==> config.mk <==
export PLATFORM = sky130hd
export DESIGN_NAME = servo_io_function_mapper
export DESIGN_NICKNAME = d
export VERILOG_FILES = /design/src/logic/servo_io_pkg.sv /design/src/logic/servo_io_function_mapper.sv
export SDC_FILE = /design/constraint.sdc
export NUM_CORES = 2
export LEC_CHECK = 0
export ABC_AREA = 1
export BUFFER_PORTS_ARGS = -buffer_cell sky130_fd_sc_hd__buf_2
export CORE_ASPECT_RATIO = 1.4
export CORE_UTILIZATION = 55
export CTS_BUF_LIST = sky130_fd_sc_hd__clkbuf_16
export CTS_CLUSTER_SIZE = 30
export DETAILED_ROUTE_END_ITERATION = 8
export HOLD_SLACK_MARGIN = 0.1
export PLACE_DENSITY_LB_ADDON = 0.25
export SLEW_MARGIN = 20
export SYNTH_ARGS = -nofsm -noshare
export SYNTH_HDL_FRONTEND = slang
export SYNTH_SLANG_ARGS = --single-unit
==> constraint.sdc <==
create_clock -name core_clk -period 14.8 [get_ports core_clk]
set_input_delay 1.48 -clock core_clk [delete_from_list [all_inputs] [get_ports core_clk]]
set_output_delay 1.48 -clock core_clk [all_outputs]
set_load 0.02 [all_outputs]
==> src/logic/servo_io_pkg.sv <==
package servo_io_pkg;

    // ========
    // Timing
    // ========
    localparam int unsigned CLK_HZ = 10_000_000;
    localparam int unsigned PROC_CYCLE_US = 250;
    localparam int unsigned PROC_CYCLE_CLKS = (CLK_HZ / 1_000_000) * PROC_CYCLE_US;
    localparam int TICK_W = 12;
    localparam logic [TICK_W-1:0] TICK_LAST = TICK_W'(PROC_CYCLE_CLKS - 1);

    // ========
    // Register offsets
    // ========
    localparam logic [7:0] OFS_DEADBAND = 8'h00;
    localparam logic [7:0] OFS_SMOOTH = 8'h04;
    localparam logic [7:0] OFS_TRIGGER = 8'h08;
    localparam logic [7:0] OFS_ROLES = 8'h0c;
    localparam logic [7:0] OFS_IO_USE = 8'h10;
    localparam logic [7:0] OFS_AUX = 8'h14;
    localparam logic [7:0] OFS_STATUS = 8'h18;
    localparam logic [7:0] OFS_FILT_DIFF = 8'h1c;
    localparam logic [7:0] OFS_IRQ_STAT = 8'h20;
    localparam logic [7:0] OFS_IRQ_MASK = 8'h24;

    // ========
    // Field layouts
    // ========
    typedef struct packed {
        logic [3:0] ch_two;
        logic [3:0] ch_one;
    } roles_t;

    typedef struct packed {
        logic gp_level;
        logic [1:0] fault_output_use;
        logic [1:0] travel_limit_use;
        logic [1:0] fault_clear_input_use;
        logic [1:0] enable_use;
    } io_use_t;

    typedef struct packed {
        logic [3:0] pulse_block_digit;
        logic [3:0] mode_choice_digit;
        logic [3:0] gear_choice_digit;
        logic [3:0] gain_choice_digit;
    } aux_fn_t;

    typedef struct packed {
        logic pulse_block_pin;
        logic gear_choice_pin;
        logic mode_choice_pin;
        logic gain_choice_pin;
        logic limit_pin_ccw;
        logic limit_pin_cw;
        logic fault_clear_pin;
        logic drive_enable_pin;
    } discrete_t;

    typedef struct packed {
        logic drive_enable;
        logic alternate_gain_set;
        logic second_gear_ratio;
        logic control_mode_b;
        logic pulse_block;
        logic stop_cw;
        logic stop_ccw;
    } func_out_t;

    // ========
    // Reset values and codes
    // ========
    localparam logic [7:0] DEADBAND_RST = 8'h00;
    localparam logic [13:0] SMOOTH_RST = 14'h01f4;
    localparam logic [13:0] SMOOTH_MIN = 14'h0001;
    localparam logic [13:0] SMOOTH_MAX = 14'h3e76;
    localparam int SMOOTH_SHIFT = 14;
    localparam logic [15:0] TRIGGER_RST = 16'h0000;
    localparam logic [7:0] ROLES_RST = 8'h33;
    localparam logic [8:0] IO_USE_RST = 9'h17e;
    localparam logic [15:0] AUX_RST = 16'h3333;
    localparam logic [3:0] DIGIT_1 = 4'h1;
    localparam logic [3:0] DIGIT_2 = 4'h2;
    localparam logic [1:0] USE_1 = 2'h1;
    localparam logic [1:0] USE_2 = 2'h2;
    localparam logic [1:0] USE_3 = 2'h3;
    localparam logic [7:0] CODE_LIMIT_CW = 8'h01;
    localparam logic [7:0] CODE_LIMIT_CCW = 8'h02;

    // Interrupt bit positions
    localparam int IRQ_W = 5;
    localparam int IRQ_FAULT = 0;
    localparam int IRQ_CLEARED = 1;
    localparam int IRQ_LIMIT_CW = 2;
    localparam int IRQ_LIMIT_CCW = 3;
    localparam int IRQ_SENSOR = 4;

endpackage

==> src/logic/servo_io_function_mapper.sv <==
// Our own choices: the AHB-Lite interface to the registers and the register addresses.
`timescale 1ns/1ns
module servo_io_function_mapper (
    // Clock and reset
    input wire logic core_clk,
    input wire logic nrst,
    // AHB-Lite slave
    input wire logic hsel,
    input wire logic [31:0] haddr,
    input wire logic [1:0] htrans,
    input wire logic hwrite,
    input wire logic [2:0] hsize,
    input wire logic [31:0] hwdata,
    input wire logic hready,
    output logic [31:0] hrdata,
    output logic hreadyout,
    output logic hresp,
    // Discrete pins, 1 = closed
    input wire servo_io_pkg::discrete_t discrete_pins,
    // Digitised analog samples, signed mV, core_clk domain
    input wire logic signed [15:0] analog_channel_one,
    input wire logic signed [15:0] analog_channel_two,
    input wire logic signed [15:0] diff_sample,
    // Drive fault source
    input wire logic fault_set,
    input wire logic [7:0] fault_code_in,
    // Function outputs
    output servo_io_pkg::func_out_t func_out,
    output logic fault_output_pin,
    output logic signed [15:0] velocity_ref,
    output logic signed [15:0] torque_ref,
    output logic sensor_state,
    output logic irq
);
    import servo_io_pkg::*;

    // ========
    // Reset release
    // ========
    logic [1:0] rst_sync_reg;
    logic rst_n;

    always_ff @(posedge core_clk or negedge nrst) begin
        if (!nrst) begin
            rst_sync_reg <= 2'b00;
        end else begin
            rst_sync_reg <= {rst_sync_reg[0], 1'b1};
        end
    end
    assign rst_n = rst_sync_reg[1];

    // ========
    // Processor cycle tick
    // ========
    // Every function update waits for it
    logic [TICK_W-1:0] tick_cnt_reg;
    logic tick_reg;

    always_ff @(posedge core_clk or negedge rst_n) begin
        if (!rst_n) begin
            tick_cnt_reg <= '0;
            tick_reg <= 1'b0;
        end else begin
            tick_reg <= (tick_cnt_reg == TICK_LAST);
            tick_cnt_reg <= (tick_cnt_reg == TICK_LAST) ? '0 : tick_cnt_reg + 1'b1;
        end
    end

    // ========
    // Function digit decoding
    // ========
    // Digit 1 follows the level, 2 its inverse, anything else is inactive
    function automatic logic pick(input logic [3:0] digit, input logic level);
        pick = (digit == DIGIT_1) ? level : ((digit == DIGIT_2) ? ~level : 1'b0);
    endfunction

    // ========
    // Registers
    // ========
    logic [7:0] deadband_reg;
    logic [13:0] smooth_reg;
    logic signed [15:0] trigger_reg;
    roles_t roles_reg;
    io_use_t io_use_reg;
    aux_fn_t aux_reg;
    logic [IRQ_W-1:0] irq_stat_reg;
    logic [IRQ_W-1:0] irq_stat_next;
    logic [IRQ_W-1:0] irq_mask_reg;
    logic [IRQ_W-1:0] irq_event;
    logic fault_active_reg;
    logic [7:0] fault_code_reg;
    logic signed [15:0] filt_reg [3];
    discrete_t pin_state_reg;

    // ========
    // AHB-Lite slave
    // ========
    // Zero wait states, hsize ignored
    logic accept;
    logic wr_pend_reg;
    logic [7:0] wr_addr_reg;
    logic stat_read;
    logic [13:0] smooth_wr;
    logic [31:0] rd_value;

    assign accept = hsel & htrans[1] & hready;
    assign stat_read = accept & ~hwrite & (haddr[7:0] == OFS_IRQ_STAT);
    assign smooth_wr = (hwdata[13:0] < SMOOTH_MIN) ? SMOOTH_MIN :
                       ((hwdata[13:0] > SMOOTH_MAX) ? SMOOTH_MAX : hwdata[13:0]);

    always_comb begin
        rd_value = 32'h0000_0000;
        if (haddr[7:0] == OFS_DEADBAND) begin
            rd_value[7:0] = deadband_reg;
        end else if (haddr[7:0] == OFS_SMOOTH) begin
            rd_value[13:0] = smooth_reg;
        end else if (haddr[7:0] == OFS_TRIGGER) begin
            rd_value[15:0] = trigger_reg;
        end else if (haddr[7:0] == OFS_ROLES) begin
            rd_value[7:0] = roles_reg;
        end else if (haddr[7:0] == OFS_IO_USE) begin
            rd_value[8:0] = io_use_reg;
        end else if (haddr[7:0] == OFS_AUX) begin
            rd_value[15:0] = aux_reg;
        end else if (haddr[7:0] == OFS_STATUS) begin
            rd_value = {8'h00, fault_code_reg, 6'h00, fault_active_reg, sensor_state,
                        pin_state_reg};
        end else if (haddr[7:0] == OFS_FILT_DIFF) begin
            rd_value[15:0] = filt_reg[2];
        end else if (haddr[7:0] == OFS_IRQ_STAT) begin
            rd_value[IRQ_W-1:0] = irq_stat_reg;
        end else if (haddr[7:0] == OFS_IRQ_MASK) begin
            rd_value[IRQ_W-1:0] = irq_mask_reg;
        end
    end

    always_ff @(posedge core_clk or negedge rst_n) begin
        if (!rst_n) begin
            hrdata <= 32'h0000_0000;
            hreadyout <= 1'b1;
            hresp <= 1'b0;
            wr_pend_reg <= 1'b0;
            wr_addr_reg <= 8'h00;
        end else begin
            hreadyout <= 1'b1;
            hresp <= 1'b0;
            wr_pend_reg <= accept & hwrite;
            if (accept) begin
                wr_addr_reg <= haddr[7:0];
            end
            if (accept & ~hwrite) begin
                hrdata <= rd_value;
            end
        end
    end

    // Settings other than the interrupt mask are only sampled on the tick, so a write acts at the next tick
    always_ff @(posedge core_clk or negedge rst_n) begin
        if (!rst_n) begin
            deadband_reg <= DEADBAND_RST;
            smooth_reg <= SMOOTH_RST;
            trigger_reg <= TRIGGER_RST;
            roles_reg <= ROLES_RST;
            io_use_reg <= IO_USE_RST;
            aux_reg <= AUX_RST;
            irq_mask_reg <= '0;
        end else if (wr_pend_reg) begin
            if (wr_addr_reg == OFS_DEADBAND) begin
                deadband_reg <= hwdata[7:0];
            end else if (wr_addr_reg == OFS_SMOOTH) begin
                smooth_reg <= smooth_wr;
            end else if (wr_addr_reg == OFS_TRIGGER) begin
                trigger_reg <= hwdata[15:0];
            end else if (wr_addr_reg == OFS_ROLES) begin
                roles_reg <= hwdata[7:0];
            end else if (wr_addr_reg == OFS_IO_USE) begin
                io_use_reg <= hwdata[8:0];
            end else if (wr_addr_reg == OFS_AUX) begin
                aux_reg <= hwdata[15:0];
            end else if (wr_addr_reg == OFS_IRQ_MASK) begin
                irq_mask_reg <= hwdata[IRQ_W-1:0];
            end
        end
    end

    // ========
    // Discrete pin synchroniser
    // ========
    // Agreement rejects one-clock glitches
    discrete_t sync1_reg;
    discrete_t sync2_reg;
    discrete_t sync3_reg;
    logic [7:0] agree;

    assign agree = ~(sync2_reg ^ sync3_reg);

    always_ff @(posedge core_clk or negedge rst_n) begin
        if (!rst_n) begin
            sync1_reg <= '0;
            sync2_reg <= '0;
            sync3_reg <= '0;
            pin_state_reg <= '0;
        end else begin
            sync1_reg <= discrete_pins;
            sync2_reg <= sync1_reg;
            sync3_reg <= sync2_reg;
            pin_state_reg <= (sync2_reg & agree) | (pin_state_reg & ~agree);
        end
    end

    // ========
    // Analog deadband and filters
    // ========
    logic [16:0] diff_mag;
    logic signed [15:0] diff_zoned;
    logic signed [15:0] filt_in [3];

    assign diff_mag = diff_sample[15] ? 17'(-$signed({diff_sample[15], diff_sample}))
                                      : {1'b0, diff_sample};
    assign diff_zoned = (diff_mag <= {9'h000, deadband_reg}) ? 16'sh0000 : diff_sample;
    assign filt_in[0] = analog_channel_one;
    assign filt_in[1] = analog_channel_two;
    assign filt_in[2] = diff_zoned;

    // Step never exceeds the error, so the sum never leaves 16 bits
    for (genvar g = 0; g < 3; g++) begin : g_filt
        logic signed [16:0] err;
        logic signed [31:0] prod;
        logic signed [17:0] sum;
        assign err = 17'(filt_in[g]) - 17'(filt_reg[g]);
        assign prod = err * $signed({1'b0, smooth_reg});
        assign sum = 18'(filt_reg[g]) + 18'(prod >>> SMOOTH_SHIFT);
        always_ff @(posedge core_clk or negedge rst_n) begin
            if (!rst_n) begin
                filt_reg[g] <= 16'sh0000;
            end else if (tick_reg) begin
                filt_reg[g] <= sum[15:0];
            end
        end
    end

    // ========
    // Function mapping, once per processor cycle
    // ========
    // Outputs hold steady between ticks
    logic limit_cw_act;
    logic limit_ccw_act;
    logic clear_act;
    logic clear_prev_reg;
    logic clear_edge;
    logic new_cw;
    logic new_ccw;
    logic sensor_next;

    // Digit value 3 (or 0) leaves every pin free
    assign limit_cw_act = pick({2'b00, io_use_reg.travel_limit_use},
                               pin_state_reg.limit_pin_cw);
    assign limit_ccw_act = pick({2'b00, io_use_reg.travel_limit_use},
                                pin_state_reg.limit_pin_ccw);
    assign clear_act = pick({2'b00, io_use_reg.fault_clear_input_use},
                            pin_state_reg.fault_clear_pin);
    assign clear_edge = tick_reg & clear_act & ~clear_prev_reg;
    assign new_cw = tick_reg & limit_cw_act & ~func_out.stop_cw;
    assign new_ccw = tick_reg & limit_ccw_act & ~func_out.stop_ccw;
    assign sensor_next = (filt_reg[2] >= trigger_reg);

    always_ff @(posedge core_clk or negedge rst_n) begin
        if (!rst_n) begin
            func_out <= '0;
            clear_prev_reg <= 1'b0;
            sensor_state <= 1'b0;
            velocity_ref <= 16'sh0000;
            torque_ref <= 16'sh0000;
        end else if (tick_reg) begin
            clear_prev_reg <= clear_act;
            sensor_state <= sensor_next;
            func_out.drive_enable <= (io_use_reg.enable_use == USE_3) ? 1'b1 :
                pick({2'b00, io_use_reg.enable_use}, ~pin_state_reg.drive_enable_pin);
            func_out.alternate_gain_set <= pick(aux_reg.gain_choice_digit,
                                                ~pin_state_reg.gain_choice_pin);
            func_out.second_gear_ratio <= pick(aux_reg.gear_choice_digit,
                                               pin_state_reg.gear_choice_pin);
            func_out.control_mode_b <= pick(aux_reg.mode_choice_digit,
                                            ~pin_state_reg.mode_choice_pin);
            func_out.pulse_block <= pick(aux_reg.pulse_block_digit,
                                         pin_state_reg.pulse_block_pin);
            func_out.stop_cw <= limit_cw_act;
            func_out.stop_ccw <= limit_ccw_act;
            velocity_ref <= (roles_reg.ch_one == DIGIT_1) ? filt_reg[0] : 16'sh0000;
            torque_ref <= (roles_reg.ch_two == DIGIT_2) ? filt_reg[1] : 16'sh0000;
        end
    end

    // ========
    // Drive fault and alarm output
    // ========
    // A new fault in the same cycle as a clear survives
    always_ff @(posedge core_clk or negedge rst_n) begin
        if (!rst_n) begin
            fault_active_reg <= 1'b0;
            fault_code_reg <= 8'h00;
        end else if (fault_set | new_cw | new_ccw) begin
            fault_active_reg <= 1'b1;
            fault_code_reg <= fault_set ? fault_code_in :
                              (new_cw ? CODE_LIMIT_CW : CODE_LIMIT_CCW);
        end else if (clear_edge) begin
            fault_active_reg <= 1'b0;
            fault_code_reg <= 8'h00;
        end
    end

    always_ff @(posedge core_clk or negedge rst_n) begin
        if (!rst_n) begin
            fault_output_pin <= 1'b1;
        end else if (tick_reg) begin
            if (io_use_reg.fault_output_use == USE_1) begin
                fault_output_pin <= ~fault_active_reg;
            end else if (io_use_reg.fault_output_use == USE_2) begin
                fault_output_pin <= fault_active_reg;
            end else begin
                fault_output_pin <= io_use_reg.gp_level;
            end
        end
    end

    // ========
    // Interrupts
    // ========
    // A same-cycle event beats read clear
    always_comb begin
        irq_event = '0;
        irq_event[IRQ_FAULT] = fault_set | new_cw | new_ccw;
        irq_event[IRQ_CLEARED] = clear_edge;
        irq_event[IRQ_LIMIT_CW] = new_cw;
        irq_event[IRQ_LIMIT_CCW] = new_ccw;
        irq_event[IRQ_SENSOR] = tick_reg & (sensor_next != sensor_state);
        irq_stat_next = (stat_read ? '0 : irq_stat_reg) | irq_event;
    end

    always_ff @(posedge core_clk or negedge rst_n) begin
        if (!rst_n) begin
            irq_stat_reg <= '0;
            irq <= 1'b0;
        end else begin
            irq_stat_reg <= irq_stat_next;
            irq <= |(irq_stat_reg & irq_mask_reg);
        end
    end

endmodule // servo_io_function_mapper

==> metrics.yaml <==
status: "completed"
detail-route-antenna-nets: 0
via_per_inst: 5.48
dpl_cell_area_um2: 42900
drc: 0
cp_slowest_cell: "xor2_1"
clock_sinks: 261
drv_slew: 0
criticalPathCategory: "in -> reg"
die_area_um2: 75900
crit_top_cell: "inv_1"
crit_fanout: 16
yosysTopAreaCell: "fa_1"
portBuffers: 160
start_kind: "input port"
synth-edff-count: 0
ys.flop_type: "dfrtp_1"
synthCells: 5131
worstSetupEndpointType: "flip-flop"
clock_skew_ps: 24.6
cts-root-buf: "clkbuf_16"
clkLatencyLatePin_ps: 620
post_drt_wl_per_cell_um: 19.0
ctsHoldBuffers: 0
post-route-min-period_ps: 12050
syn_area_um2: 41100
dp_hpwl_mm: 95.5
cts_tree: "yes"
start_util_pct: 55.6
grt_pass1_wl_mm: 188
largest_reg_flops: 48
min_period_over_period_pct: 81.4
worst_pin_slew_ps: 1100
critPathMaxStageDelay_ps: 750
post_cts_resized: 0
syn2layout_area_growth_pct: 6.80
synth_cell_types: 64
tns_ps: 0
fmax_mhz: 83.0
drv_cap: 0
fp-row-count: 118
clk_path_buf_depth: 3
grt.total_usage_pct: 32.3
hold_ws_ps: 347
synth_seq_area_share_pct: 16.0
cts_max_level: 1
numCtsBuffers: 30
clk_pin_slew_ps: 60
min_path_type: "reg -> reg"
ioPinCount: 215
coreArea_um2: 74000
rsz0062_at_grt: "no"
drive_above_1_share_pct: 7.28
place.gp.congestion: 0.964
grt_overflow: 0
drt-initial-drc-count: 1897
vias: 34100
synth_top_area_share_pct: 32.3
synth-warning-count: 0
routed_wl_mm: 118
synth.area.top_cells: "fa_1, dfrtp_1, inv_1"
post_cts_buffers: 0
stdcell_area_um2: 43900
relSlewSlack_pct: 26.1
setup_viol: 0
worstPathArrival_ps: 12510
syn_area_per_cell_um2: 8.01
hold_violations: 0
die_h_um: 325
async_flop_share_pct: 100
required_ps: 15260
final_util_pct: 59.4
dr.pass1.iters: 7
antenna_found_initial: 0
yosys_register_bits: 261
first_global_vias: 36000
fp.dieW_um: 233
final_nets: 6365
grt_max_degree: 100
-- synth_stat cells, types with 13 or more instances --
cell type,n
nor2_1,530
xor2_1,91
nand2_1,974
nor3_1,40
o22ai_1,15
ha_1,329
inv_1,1119
nand2_2,13
a21oi_1,226
inv_2,14
o31ai_1,37
nand3_1,144
nor2_2,14
clkbuf_1,111
a31oi_1,18
or2_2,43
o21ai_0,252
dfstp_2,26
fa_1,663
dfrtp_1,235
xnor2_1,28
nand4_1,35
o21bai_1,21
-- cell families after synthesis --
| kind of cell | after synthesis | synth area share, % |
|---|---|---|
| xor+xnor | 120 | 2.60 |
| other cells | 2 | 0.0183 |
| compound gates | 642 | 8.82 |
| flops | 261 | 16.0 |
| mux | 3 | 0.0791 |
| fa+ha+maj | 1000 | 42.5 |
| buf+inv | 1279 | 11.9 |
| simple gates | 1824 | 18.2 |
-- metal layers --
metal	GRT usage [%]	vias to the layer above	part of all wire (%)
li1	-	15800	-
met1	35.5	16600	35
met2	58.6	1151	52
met3	3.01	415	4.9
met4	21.5	0	7.8
met5	0	-	0
-- through the flow --
step                      setup slack (ps)  std cells
after global placement                2320       6162
final                                 2750       6219
after CTS                             2850       6218
after global routing                  2010       6218
after floorplan                       3960       5140
after detailed placement              2270       6162
-- cell type report --
cell class	count	area [um2]
Fill cell	6836	30100
Antenna cell	1	2.50
Timing Repair Buffer	200	1100
Clock inverter	23	196
Sequential cell	261	6570
Clock buffer	33	826
Inverter	1141	4290
Tap cell	960	1200
Multi-Input combinational cell	3600	29700
-- placed cells by master (no fill, tap or decap), types with 11 or more instances in the layout --
| cell | instances |
|---|---|
| a21o_1 | 11 |
| a21oi_1 | 226 |
| a31oi_1 | 18 |
| buf_2 | 160 |
| buf_4 | 40 |
| clkbuf_16 | 33 |
| clkinv_1 | 11 |
| conb_1 | 11 |
| dfrtp_1 | 233 |
| dfstp_2 | 26 |
| fa_1 | 663 |
| ha_1 | 329 |
| inv_1 | 1124 |
| inv_2 | 14 |
| nand2_1 | 974 |
| nand2_2 | 13 |
| nand3_1 | 143 |
| nand4_1 | 35 |
| nor2_1 | 530 |
| nor2_2 | 14 |
| nor3_1 | 40 |
| o21ai_0 | 252 |
| o21bai_1 | 21 |
| o22ai_1 | 15 |
| o31ai_1 | 37 |
| or2_2 | 43 |
| xnor2_1 | 27 |
| xor2_1 | 91 |
-- worst max-delay path, delay by kind of cell --
kind	cells	cell delay [ps]
buffers and inverters	11	1190
adder cells (fa/ha/maj)	12	4620
AND/OR/NAND/NOR	16	2280
AO/OA/AOI/OAI	11	1720
XOR/XNOR	3	1240
-- worst paths after layout --
kind                       slack (ps)       startpoint            to  depth (start not counted)
max reg2reg                      4030  deadband_reg[4]  filt_reg[14]                         47
min in group asynchronous         420  rst_sync_reg[1]    hrdata[15]                          0
max in group asynchronous       11240  rst_sync_reg[1]      tick_reg                          3
max                              2750   diff_sample[0]  filt_reg[14]                         53
min reg2reg                       350     sync1_reg[4]  sync2_reg[4]                          0
min                               350     sync1_reg[4]  sync2_reg[4]                          0
Power is left out: the tool's default activity adds up to more than one toggle a clock period on the data nets, which glitch-free logic cannot reach.
